**config.mk**
```make
export PLATFORM = sky130hd
export DESIGN_NAME = adres_regs
export DESIGN_NICKNAME = d
export VERILOG_FILES = /design/src/adres_pkg.sv /design/src/adres_regs.sv /design/src/adres_engine.sv
export SDC_FILE = /design/constraint.sdc
export NUM_CORES = 1
export LEC_CHECK = 0
export BUFFER_PORTS_ARGS = -buffer_cell sky130_fd_sc_hd__buf_2
export CAP_MARGIN = 20
export CORE_MARGIN = 3
export CORE_UTILIZATION = 47
export DETAILED_ROUTE_END_ITERATION = 10
export PLACE_DENSITY_LB_ADDON = 0.15
export SKIP_LAST_GASP = 1
export SYNTH_ARGS = -nofsm -noshare
export SYNTH_HDL_FRONTEND = slang
export SYNTH_SLANG_ARGS = --single-unit
```
**constraint.sdc**
```tcl
create_clock -name MCLK -period 3.05 [get_ports MCLK]
set_clock_uncertainty 0.2 [all_clocks]
set_input_delay 0.4575 -clock MCLK [delete_from_list [all_inputs] [get_ports MCLK]]
set_output_delay 0.4575 -clock MCLK [all_outputs]
set_load 0.02 [all_outputs]
```
**src/adres_pkg.sv**
```systemverilog
// constants and types shared by the address resolver register bank and its sequencer
package adres_pkg;

  // ==========================================================================
  // register offsets (byte addresses, one aligned word each)
  // ==========================================================================
  localparam int unsigned ADDR_W              = 12;
  localparam logic [11:0] OFS_BEGIN_TASK      = 12'h000;
  localparam logic [11:0] OFS_ABORT_TASK      = 12'h008;
  localparam logic [11:0] OFS_DONE_EVENT      = 12'h100;
  localparam logic [11:0] OFS_MATCH_EVENT     = 12'h104;
  localparam logic [11:0] OFS_NO_MATCH_EVENT  = 12'h108;
  localparam logic [11:0] OFS_IRQ_ARM         = 12'h304;
  localparam logic [11:0] OFS_IRQ_DISARM      = 12'h308;
  localparam logic [11:0] OFS_LAST_MATCH      = 12'h400;
  localparam logic [11:0] OFS_RESOLVER_ON     = 12'h500;
  localparam logic [11:0] OFS_KEY_COUNT       = 12'h504;
  localparam logic [11:0] OFS_KEY_TABLE_PTR   = 12'h508;
  localparam logic [11:0] OFS_CAND_ADDR_PTR   = 12'h510;
  localparam logic [11:0] OFS_TEMP_AREA_PTR   = 12'h514;

  // ==========================================================================
  // field positions and widths
  // ==========================================================================
  localparam int unsigned EV_DONE_BIT     = 0;   // end of procedure
  localparam int unsigned EV_MATCH_BIT    = 1;   // address resolved
  localparam int unsigned EV_NO_MATCH_BIT = 2;   // address not resolved
  localparam int unsigned EV_NUM          = 3;
  localparam int unsigned TASK_BIT        = 0;   // trigger bit of a task word
  localparam int unsigned EVENT_BIT       = 0;   // flag bit of an event word
  localparam int unsigned ON_W            = 2;
  localparam int unsigned KEY_COUNT_W     = 5;
  localparam int unsigned KEY_IDX_W       = 4;
  localparam logic [1:0]  ON_VALUE        = 2'h3;  // resolver switched on
  localparam logic [1:0]  OFF_VALUE       = 2'h0;  // resolver switched off
  localparam logic [4:0]  MAX_KEYS        = 5'h10;

  // ==========================================================================
  // reset values
  // ==========================================================================
  localparam logic [1:0]  RST_RESOLVER_ON = 2'h0;
  localparam logic [4:0]  RST_KEY_COUNT   = 5'h01;
  localparam logic [31:0] RST_POINTER     = 32'h0000_0000;
  localparam logic [2:0]  RST_IRQ_ENABLE  = 3'h0;
  localparam logic [2:0]  RST_EVENTS      = 3'h0;
  localparam logic [3:0]  RST_LAST_MATCH  = 4'h0;
  localparam logic [31:0] RST_RDATA       = 32'h0000_0000;

  // ==========================================================================
  // timing: fixed set-up time ahead of the key walk
  // ==========================================================================
  localparam int unsigned CLK_PERIOD_NS = 5;
  localparam int unsigned SETUP_TIME_NS = 1000;
  localparam int unsigned SETUP_CYCLES  = (SETUP_TIME_NS + CLK_PERIOD_NS - 1) / CLK_PERIOD_NS;
  localparam int unsigned SETUP_CNT_W   = 8;

  // ==========================================================================
  // sequencer states
  // ==========================================================================
  typedef enum logic [2:0] {
    ENG_IDLE   = 3'b000,
    ENG_SETUP  = 3'b001,
    ENG_ISSUE  = 3'b010,
    ENG_WAIT   = 3'b011,
    ENG_FINISH = 3'b100
  } adres_eng_state_type;

endpackage : adres_pkg

```
**src/adres_regs.sv**
```systemverilog
// register bank and interrupt logic of the address resolver
`timescale 1ns/100ps
`default_nettype none

// Functional notes
// - writing ones to arm register enables interrupts
// - writing ones to disarm register disables interrupts
// - both registers read current interrupt enables
// - status holds last matching key index
// - enable code three on, zero off
// - key count five bits, resets to one
// - start task begins, stop task aborts
// - end flag set on completion, writable
// - time is setup plus per-key time
module adres_regs (
  input  wire logic        MCLK,                // system clock, 200 MHz
  input  wire logic        RSTN,                // asynchronous reset
  input  wire logic        CE,                  // clock enable, low freezes state
  input  wire logic [11:0] ADDR,                // register byte address
  input  wire logic [31:0] WDATA,               // write data
  input  wire logic        WR,                  // write strobe
  input  wire logic        RD,                  // read strobe
  output logic      [31:0] RDATA,               // read data, cycle after RD
  output logic             IRQ,                 // level interrupt
  input  wire logic        HASH_DONE,           // hash unit finished a key
  input  wire logic        HASH_MATCH,          // that key matched
  output logic             HASH_REQ,            // request hash of one key
  output logic      [3:0]  HASH_KEY_INDEX,      // key to hash
  output logic      [31:0] KEY_TABLE_PTR,       // for the fetch path
  output logic      [31:0] CANDIDATE_ADDR_PTR,  // for the fetch path
  output logic      [31:0] TEMP_AREA_PTR        // for the fetch path
);

  // ==========================================================================
  // state of the register bank
  // ==========================================================================
  typedef struct packed {
    logic [2:0]  irq_enable;   // per-event interrupt enables
    logic [2:0]  events;       // event flags
    logic [1:0]  resolver_on;  // enable field, as written
    logic [4:0]  key_count;    // number of keys in the table
    logic [31:0] key_tab_ptr;  // key table address
    logic [31:0] cand_ptr;     // address under test
    logic [31:0] temp_ptr;     // scratch area
    logic [3:0]  last_match;   // index of last matching key
    logic [31:0] rdata;        // registered read answer
    logic        irq;          // registered interrupt level
  } adres_bank_type;

  adres_bank_type bank_reg;   // current state
  adres_bank_type bank_next;  // next state

  // ==========================================================================
  // sequencer hookup
  // ==========================================================================
  logic       begin_task;     // start trigger this cycle
  logic       abort_task;     // stop trigger this cycle
  logic       is_on;          // enable field holds the on code
  logic       eng_hash_req;   // request pulse from the sequencer
  logic [3:0] eng_key_index;  // key under test
  logic       eng_match;      // match pulse
  logic       eng_no_match;   // no-match pulse
  logic       eng_done;       // end pulse
  logic [2:0] hw_events;      // event pulses in flag layout

  // ==========================================================================
  // address decode, used for every register write and task trigger; reads decode ADDR in a case
  // ==========================================================================
  function automatic logic hit_ofs(input logic [11:0] addr, input logic [11:0] ofs);
    hit_ofs = (addr == ofs);
  endfunction : hit_ofs

  // ==========================================================================
  // task triggers
  // ==========================================================================
  // a task is a write with a one in the trigger bit; a zero does nothing
  always_comb begin
    begin_task = WR && hit_ofs(ADDR, adres_pkg::OFS_BEGIN_TASK)
                 && WDATA[adres_pkg::TASK_BIT];
    abort_task = WR && hit_ofs(ADDR, adres_pkg::OFS_ABORT_TASK)
                 && WDATA[adres_pkg::TASK_BIT];
    // only the exact on code counts; any other code leaves the resolver off
    is_on      = (bank_reg.resolver_on == adres_pkg::ON_VALUE);
  end

  // ==========================================================================
  // event pulses gathered into the flag layout
  // ==========================================================================
  always_comb begin
    hw_events                             = 3'h0;
    hw_events[adres_pkg::EV_DONE_BIT]     = eng_done;
    hw_events[adres_pkg::EV_MATCH_BIT]    = eng_match;
    hw_events[adres_pkg::EV_NO_MATCH_BIT] = eng_no_match;
  end

  // ==========================================================================
  // resolution sequencer
  // ==========================================================================
  adres_engine #(
    .IDX_W (adres_pkg::KEY_IDX_W),
    .CNT_W (adres_pkg::KEY_COUNT_W)
  ) u_engine (
    .clk            (MCLK),
    .rst_n          (RSTN),
    .ce             (CE),
    .begin_task     (begin_task),
    .abort_task     (abort_task),
    .resolver_on    (is_on),
    .key_count      (bank_reg.key_count),
    .hash_done      (HASH_DONE),
    .hash_match     (HASH_MATCH),
    .hash_req       (eng_hash_req),
    .key_index      (eng_key_index),
    .match_event    (eng_match),
    .no_match_event (eng_no_match),
    .done_event     (eng_done)
  );

  // ==========================================================================
  // next state of the bank: writes, hardware updates, read answer
  // ==========================================================================
  always_comb begin
    bank_next = bank_reg;

    // ------------------------------------------------------------------------
    // interrupt enables: set and clear through separate words
    // ------------------------------------------------------------------------
    if (WR && hit_ofs(ADDR, adres_pkg::OFS_IRQ_ARM)) begin
      bank_next.irq_enable = bank_reg.irq_enable | WDATA[2:0];
    end
    if (WR && hit_ofs(ADDR, adres_pkg::OFS_IRQ_DISARM)) begin
      bank_next.irq_enable = bank_reg.irq_enable & ~WDATA[2:0];
    end

    // ------------------------------------------------------------------------
    // event flags: software writes the flag bit, a zero clears it
    // ------------------------------------------------------------------------
    // the hardware pulse is applied last, so an event in the clearing cycle
    // is kept rather than lost
    if (WR && hit_ofs(ADDR, adres_pkg::OFS_DONE_EVENT)) begin
      bank_next.events[adres_pkg::EV_DONE_BIT] = WDATA[adres_pkg::EVENT_BIT];
    end
    if (WR && hit_ofs(ADDR, adres_pkg::OFS_MATCH_EVENT)) begin
      bank_next.events[adres_pkg::EV_MATCH_BIT] = WDATA[adres_pkg::EVENT_BIT];
    end
    if (WR && hit_ofs(ADDR, adres_pkg::OFS_NO_MATCH_EVENT)) begin
      bank_next.events[adres_pkg::EV_NO_MATCH_BIT] = WDATA[adres_pkg::EVENT_BIT];
    end
    for (int i = 0; i < adres_pkg::EV_NUM; i++) begin
      if (hw_events[i]) begin
        bank_next.events[i] = 1'b1;
      end
    end

    // ------------------------------------------------------------------------
    // configuration words
    // ------------------------------------------------------------------------
    if (WR && hit_ofs(ADDR, adres_pkg::OFS_RESOLVER_ON)) begin
      bank_next.resolver_on = WDATA[adres_pkg::ON_W-1:0];
    end
    if (WR && hit_ofs(ADDR, adres_pkg::OFS_KEY_COUNT)) begin
      // values above sixteen are stored but the walk is clamped to sixteen
      bank_next.key_count = WDATA[adres_pkg::KEY_COUNT_W-1:0];
    end
    // the pointers are only carried to the fetch path; a write during a
    // running resolution takes effect at once, so software must not do it
    if (WR && hit_ofs(ADDR, adres_pkg::OFS_KEY_TABLE_PTR)) begin
      bank_next.key_tab_ptr = WDATA;
    end
    if (WR && hit_ofs(ADDR, adres_pkg::OFS_CAND_ADDR_PTR)) begin
      bank_next.cand_ptr = WDATA;
    end
    if (WR && hit_ofs(ADDR, adres_pkg::OFS_TEMP_AREA_PTR)) begin
      bank_next.temp_ptr = WDATA;
    end

    // ------------------------------------------------------------------------
    // status: index of the key that matched last
    // ------------------------------------------------------------------------
    if (eng_match) begin
      bank_next.last_match = eng_key_index;
    end

    // ------------------------------------------------------------------------
    // read answer, held only for the cycle after the strobe
    // ------------------------------------------------------------------------
    bank_next.rdata = 32'h0000_0000;
    if (RD) begin
      unique case (ADDR)
        adres_pkg::OFS_DONE_EVENT: begin
          bank_next.rdata[adres_pkg::EVENT_BIT] = bank_reg.events[adres_pkg::EV_DONE_BIT];
        end
        adres_pkg::OFS_MATCH_EVENT: begin
          bank_next.rdata[adres_pkg::EVENT_BIT] = bank_reg.events[adres_pkg::EV_MATCH_BIT];
        end
        adres_pkg::OFS_NO_MATCH_EVENT: begin
          bank_next.rdata[adres_pkg::EVENT_BIT] =
            bank_reg.events[adres_pkg::EV_NO_MATCH_BIT];
        end
        adres_pkg::OFS_IRQ_ARM,
        adres_pkg::OFS_IRQ_DISARM: begin
          bank_next.rdata[2:0] = bank_reg.irq_enable;
        end
        adres_pkg::OFS_LAST_MATCH: begin
          bank_next.rdata[3:0] = bank_reg.last_match;
        end
        adres_pkg::OFS_RESOLVER_ON: begin
          bank_next.rdata[adres_pkg::ON_W-1:0] = bank_reg.resolver_on;
        end
        adres_pkg::OFS_KEY_COUNT: begin
          bank_next.rdata[adres_pkg::KEY_COUNT_W-1:0] = bank_reg.key_count;
        end
        adres_pkg::OFS_KEY_TABLE_PTR: begin
          bank_next.rdata = bank_reg.key_tab_ptr;
        end
        adres_pkg::OFS_CAND_ADDR_PTR: begin
          bank_next.rdata = bank_reg.cand_ptr;
        end
        adres_pkg::OFS_TEMP_AREA_PTR: begin
          bank_next.rdata = bank_reg.temp_ptr;
        end
        // tasks and unmapped addresses read as zero
        default: begin
          bank_next.rdata = 32'h0000_0000;
        end
      endcase
    end

    // ------------------------------------------------------------------------
    // interrupt level from the next flags, so it tracks them with no lag
    // ------------------------------------------------------------------------
    bank_next.irq = |(bank_next.events & bank_next.irq_enable);
  end

  // ==========================================================================
  // bank register, frozen while CE is low
  // ==========================================================================
  always_ff @(posedge MCLK or negedge RSTN) begin
    if (!RSTN) begin
      bank_reg <= '{irq_enable:  adres_pkg::RST_IRQ_ENABLE,
                    events:      adres_pkg::RST_EVENTS,
                    resolver_on: adres_pkg::RST_RESOLVER_ON,
                    key_count:   adres_pkg::RST_KEY_COUNT,
                    key_tab_ptr: adres_pkg::RST_POINTER,
                    cand_ptr:    adres_pkg::RST_POINTER,
                    temp_ptr:    adres_pkg::RST_POINTER,
                    last_match:  adres_pkg::RST_LAST_MATCH,
                    rdata:       adres_pkg::RST_RDATA,
                    irq:         1'b0};
    end else if (CE) begin
      bank_reg <= bank_next;
    end
  end

  // ==========================================================================
  // outputs, all taken from flip-flops
  // ==========================================================================
  assign RDATA              = bank_reg.rdata;
  assign IRQ                = bank_reg.irq;
  assign HASH_REQ           = eng_hash_req;
  assign HASH_KEY_INDEX     = eng_key_index;
  assign KEY_TABLE_PTR      = bank_reg.key_tab_ptr;
  assign CANDIDATE_ADDR_PTR = bank_reg.cand_ptr;
  assign TEMP_AREA_PTR      = bank_reg.temp_ptr;

endmodule : adres_regs

`default_nettype wire

```
**src/adres_engine.sv**
```systemverilog
// resolution sequencer: set-up wait, key walk over the hash unit, result events
`timescale 1ns/100ps
`default_nettype none

module adres_engine #(
  parameter int unsigned IDX_W = adres_pkg::KEY_IDX_W,
  parameter int unsigned CNT_W = adres_pkg::KEY_COUNT_W
) (
  input  wire logic             clk,
  input  wire logic             rst_n,
  input  wire logic             ce,
  input  wire logic             begin_task,     // start pulse from software
  input  wire logic             abort_task,     // stop pulse from software
  input  wire logic             resolver_on,    // enable field holds the on code
  input  wire logic [CNT_W-1:0] key_count,
  input  wire logic             hash_done,      // hash unit finished one key
  input  wire logic             hash_match,     // that key matched
  output logic                  hash_req,       // one-cycle request for a key
  output logic [IDX_W-1:0]      key_index,      // key under test
  output logic                  match_event,    // pulse, key_index is the hit
  output logic                  no_match_event, // pulse, no key matched
  output logic                  done_event      // pulse, procedure complete
);

  // ==========================================================================
  // state
  // ==========================================================================
  typedef struct packed {
    adres_pkg::adres_eng_state_type  state;
    logic [adres_pkg::SETUP_CNT_W-1:0] cnt;   // set-up countdown
    logic [IDX_W-1:0]                idx;     // key under test
    logic                            req;
    logic                            hit;
    logic                            miss;
    logic                            done;
  } adres_eng_type;

  adres_eng_type eng_reg;
  adres_eng_type eng_next;
  logic [CNT_W-1:0] count_eff;  // key count clamped to the table size
  logic [CNT_W-1:0] idx_plus;   // keys tried so far, this one included

  // ==========================================================================
  // next state
  // ==========================================================================
  always_comb begin
    eng_next      = eng_reg;
    eng_next.req  = 1'b0;
    eng_next.hit  = 1'b0;
    eng_next.miss = 1'b0;
    eng_next.done = 1'b0;
    // counts above sixteen are unusable, so the walk never leaves the table
    count_eff = (key_count > adres_pkg::MAX_KEYS) ? adres_pkg::MAX_KEYS : key_count;
    idx_plus  = CNT_W'({1'b0, eng_reg.idx}) + CNT_W'(1);
    unique case (eng_reg.state)
      adres_pkg::ENG_IDLE: begin
        if (begin_task && resolver_on) begin
          eng_next.state = adres_pkg::ENG_SETUP;
          eng_next.cnt   = adres_pkg::SETUP_CNT_W'(adres_pkg::SETUP_CYCLES - 1);
          eng_next.idx   = '0;
        end
      end
      adres_pkg::ENG_SETUP: begin
        if (eng_reg.cnt == '0) begin
          if (count_eff == '0) begin  // empty table: nothing can match
            eng_next.miss  = 1'b1;
            eng_next.state = adres_pkg::ENG_FINISH;
          end else begin
            eng_next.state = adres_pkg::ENG_ISSUE;
          end
        end else begin
          eng_next.cnt = eng_reg.cnt - 1'b1;
        end
      end
      adres_pkg::ENG_ISSUE: begin
        eng_next.req   = 1'b1;
        eng_next.state = adres_pkg::ENG_WAIT;
      end
      adres_pkg::ENG_WAIT: begin
        if (hash_done) begin
          if (hash_match) begin
            eng_next.hit   = 1'b1;
            eng_next.state = adres_pkg::ENG_FINISH;
          end else if (idx_plus >= count_eff) begin
            eng_next.miss  = 1'b1;
            eng_next.state = adres_pkg::ENG_FINISH;
          end else begin
            eng_next.idx   = eng_reg.idx + 1'b1;
            eng_next.state = adres_pkg::ENG_ISSUE;
          end
        end
      end
      adres_pkg::ENG_FINISH: begin
        eng_next.done  = 1'b1;  // end follows the result by one cycle
        eng_next.state = adres_pkg::ENG_IDLE;
      end
      default: begin
        eng_next.state = adres_pkg::ENG_IDLE;
      end
    endcase
    // abort or switch-off wins over everything and raises no event
    if ((abort_task || !resolver_on) && eng_reg.state != adres_pkg::ENG_IDLE) begin
      eng_next.state = adres_pkg::ENG_IDLE;
      eng_next.req   = 1'b0;
      eng_next.hit   = 1'b0;
      eng_next.miss  = 1'b0;
      eng_next.done  = 1'b0;
    end
  end

  // ==========================================================================
  // state register, frozen while ce is low
  // ==========================================================================
  always_ff @(posedge clk or negedge rst_n) begin
    if (!rst_n) begin
      eng_reg <= '{state: adres_pkg::ENG_IDLE, cnt: '0, idx: '0,
                   req: 1'b0, hit: 1'b0, miss: 1'b0, done: 1'b0};
    end else if (ce) begin
      eng_reg <= eng_next;
    end
  end

  assign hash_req       = eng_reg.req;
  assign key_index      = eng_reg.idx;
  assign match_event    = eng_reg.hit;
  assign no_match_event = eng_reg.miss;
  assign done_event     = eng_reg.done;

endmodule : adres_engine

`default_nettype wire

```
==> summary.txt <==
Worst hold path
  • Worst hold start: WDATA[6]
  • Worst min-delay path class: input pin to flop
  • Hold Path Stages: 2
  • Hold endpoint: KEY_TABLE_PTR[6]$_DFFE_PN0P_

Clock network
  • Clock Latency Late Sink: roughly 0.42 ns
  • TritonCTS clock tree: built
  • Bufs on Longest Clock Path: 2
  • Clock transition at the registers of the reported paths: roughly 0.070 ns
  • H-Tree Depth: 4
  • CTS sink cnt: roughly 170
  • CTS Hold Bufs: 1
  • CTS root buffer: clkbuf_16
  • Number of buffers created by CTS: 17
  • Setup Fix Bufs, Post-CTS: 0
  • Cts repair resizes: 0

Worst setup path
  • CP startpoint kind: flop
  • Worst path max stage delay: about 0.47 ns
  • Worst path arrival time: about 2.8 ns
  • Critical R2R Launch: u_engine.key_index[0]$_DFFE_PN0P_
  • CP required: roughly 3.2 ns
  • CP max-delay cell: a2111oi_2
  • Worst R2R Setup Slack: ~0.33 ns
  • CP Max Fanout: 6
  • R2r worst-path depth: 8
  • Crit Path Class: flop to flop
  • Critical Path, Cell by Cell: ha_1, xor2_1, ha_1, o211ai_1, o21ai_0, a2111oi_2, a31oi_1, mux2_2
  • Worst R2R End: u_engine.key_index[0]$_DFFE_PN0P_
  • Critical Path Most Common Cell: ha_1
  • Critical Path Sink Type: flop

Drt
  • Post-route ant nets: 0
  • Via count: between 6k and 7k
  • Detailed Route WL: 23200 µm
  • DR DRC count: 0
  • DR iter-0 viols: about 340
  • TritonRoute pass-1 iters: 5
  • Routed len/inst: 21.8 µm
  • Vias/cell: ~6

Placement
  • GP Congestion: about 0.93
  • Post-Place Cell Area: 9200 µm²
  • Placed insts: 1033
  • IO buf count: approximately 180
  • Detailed placement HPWL: around 16000 µm

Timing
  • Hold Violations, Final: 0
  • Worst hold slack: roughly 0.07 ns
  • Fmax: about 0.37 GHz
  • Final setup fails: 0
  • Relative slew slack: 43.0%
  • RSZ-0062 raised after global routing: no
  • Post-route clock period utilization: a little under 90%
  • Worst-margin pin slew: ~0.84 ns
  • Setup TNS: 0 ns
  • Slew Limit Fails: 0
  • Tmin final: about 2.7 ns

Logic synthesis
  • Post-synthesis net count: between 800 and 900
  • Cells after synthesis: approximately 770
  • Cell Area, Synth: about 8900 µm²
  • Synth Flop Type: dfrtp_1
  • Yosys reg bits: between 150 and 200
  • Synth Area in XOR/XNOR: less than 1%
  • Ranking of synthesized cells by area: dfrtp_1, mux2_2, buf_4, a221o_1, a22o_1
  • Synth warnings: 0
  • Syn avg cell area: approximately 12 µm²
  • Largest family of logic cells by synthesized area: multiplexers
  • Post-synthesis adder-cell area fraction: around 1.1%
  • Unique cell type count in the Yosys netlist: 70
  • Synth Area in Compound Gates: 13.0%
  • Post-synth EDFFs: 0
  • Yosys top cell by area: dfrtp_1
  • Multiplexer share of the synthesized area: about 15%
  • Post-synthesis sequential area ratio: roughly 46%
  • Simple-Gate Fraction of Synth Area: between 10% and 20%
  • Top cell type's share of synthesized area: roughly 46%
  • Async SR Flop Fraction: between 90% and 100%

Final layout
  • Share of cells above drive strength 1: between 40% and 50%
  • Final cell count without fillers: ~1.1k
  • Fin area: between 9000 and 10000 µm²
  • P&R area growth vs syn: 9.52%
  • Reg area: just over 4000 µm²
  • Antenna cells: 0
  • Layout fillers: 1616
  • Final net count: just under 900
  • Multi-input gate area: about 3600 µm²

Floorplan
  • DIE AREA: ~21000 µm²
  • Die H: approximately 140 µm
  • Starting density of the core: ~49%
  • Die X-Extent: between 100 and 150 µm
  • Site Rows: 49
  • Ports: 185
  • Core area: 18300 µm²

Status
  • Status: finished clean

Pwr
  • Switch share: between 20% and 30%
  • Total power: 4.42 mW
  • Clock group share of total power: a little under half
  • Pwr dens: around 450 nW/µm²
  • LEAKAGE: about 5.2 nW
  • Net switching power: 1.09 mW
  • Sequential Power Share: between 40% and 50%
  • Combinational share of power: about 4.6%
  • P_int: around 3.3 mW
  • VDD IR max: 0.354 mV

GRT
  • Initial antenna violation count: 0
  • Vias in the first global route: between 6k and 7k
  • Total global-route track usage: approximately 23%
  • Remaining Overflow, GRT: 0
  • First-pass GRT wire length: between 30000 and 40000 µm
  • Largest net degree at the start of global routing: 72

Job
  • Max-cap violations: 0
## layer usage
metal / global-route usage [%] / part of all wire, % / vias to the layer above
met5: 0 / 0 / -
met4: 4.96 / 1.2 / 0
met3: 5.99 / 5.7 / 24
met2: 37.9 / 49 / 210
met1: 30.7 / 44 / 3199
li1: - / - / 2834
## cells in the mapped netlist (5+ instances only)
cell,number
and3_1,35
inv_1,7
nor2_1,20
buf_4,135
mux2_1,14
mux2i_1,8
nor3_1,8
clkbuf_1,12
buf_2,22
nand3_1,7
a221o_1,31
o2bb2ai_1,6
and2_1,6
a22o_1,30
a21oi_1,16
dfrtp_1,164
nand2_1,24
o21ai_0,15
nand4_1,5
mux2_2,94
or3_1,6
ha_1,8
## power groups by stage
stage / clock, mW / combinational (mW) / sequential (mW)
after floorplan: 0 / 0.0686 / 2.24
after global placement: 0 / 0.199 / 2.24
after detailed placement: 0 / 0.204 / 2.24
after CTS: 2.06 / 0.206 / 2.20
after global routing: 2.16 / 0.225 / 2.20
final: 2.01 / 0.205 / 2.20
## cells by family (layout without fill, tap and decap cells)
| group | Yosys count | count (layout) |
|---|---|---|
| muxes | 116 | 116 |
| DFF | 165 | 165 |
| AOI/OAI and AO/OA | 141 | 141 |
| and+or+nand+nor | 155 | 155 |
| xor gates and xnor gates | 3 | 3 |
| buffers and inverters | 177 | 249 |
| adders and majority gates | 8 | 8 |
## layout by cell type (no fill, tap or decap), types with 4 or more instances in the layout
master	instances
a21o_1	4
nand3_1	7
a211oi_1	4
or3_1	6
a221o_1	31
nor2b_1	4
ha_1	8
inv_6	4
inv_1	7
mux2i_1	8
a31oi_1	4
o2bb2ai_1	6
clkbuf_16	17
buf_4	21
and3_1	34
a22o_1	30
nor3_1	8
a21oi_1	16
o21ai_0	15
buf_2	183
dfrtp_1	164
nor2_1	18
nand4_1	5
nand2_1	24
mux2_2	94
and2_1	6
clkinv_4	4
mux2_1	14
## worst max path at each step
| stage | to | start | depth (start not counted) | slack (ns) |
|---|---|---|---|---|
| global route | u_engine.key_index[0]$_DFFE_PN0P_ | u_engine.key_index[2]$_DFFE_PN0P_ | 8 | 0.09 |
| detailed placement | u_engine.key_index[0]$_DFFE_PN0P_ | u_engine.key_index[0]$_DFFE_PN0P_ | 8 | 0.35 |
| CTS | u_engine.key_index[0]$_DFFE_PN0P_ | u_engine.key_index[0]$_DFFE_PN0P_ | 8 | 0.33 |
| global placement | u_engine.key_index[0]$_DFFE_PN0P_ | u_engine.key_index[0]$_DFFE_PN0P_ | 7 | 0.40 |
| floorplan | u_engine.key_index[0]$_DFFE_PN0P_ | u_engine.key_index[0]$_DFFE_PN0P_ | 8 | 0.50 |
| finish | u_engine.key_index[0]$_DFFE_PN0P_ | u_engine.key_index[0]$_DFFE_PN0P_ | 8 | 0.33 |
## layout make-up
| cell class | instances | area share (%) |
|---|---|---|
| repair buffers | 209 | 11.8 |
| multi-input cells | 423 | 37.0 |
| well taps | 229 | 2.94 |
| clock buffers | 18 | 4.40 |
| clock inverters | 14 | 1.23 |
| inverters | 8 | 0.308 |
| flip-flops and latches | 165 | 42.3 |
## per-stage QoR
step | util, % | setup WS, ns
floorplan | - | 0.501
global placement | 50.3 | 0.402
detailed placement | 50.3 | 0.347
CTS | 53.4 | 0.332
global route | 53.4 | 0.0931
finish | 53.4 | 0.333
## worst max-delay path, delay by kind of cell (launching register included)
| kind | cells | cell delay [ns] |
|---|---|---|
| DFF | 1 | 0.45 |
| AOI/OAI and AO/OA | 4 | 0.88 |
| muxes | 1 | 0.31 |
| xor gates and xnor gates | 1 | 0.18 |
| adders and majority gates | 2 | 0.58 |
Note: power is estimated with default switching activity, not from simulation.
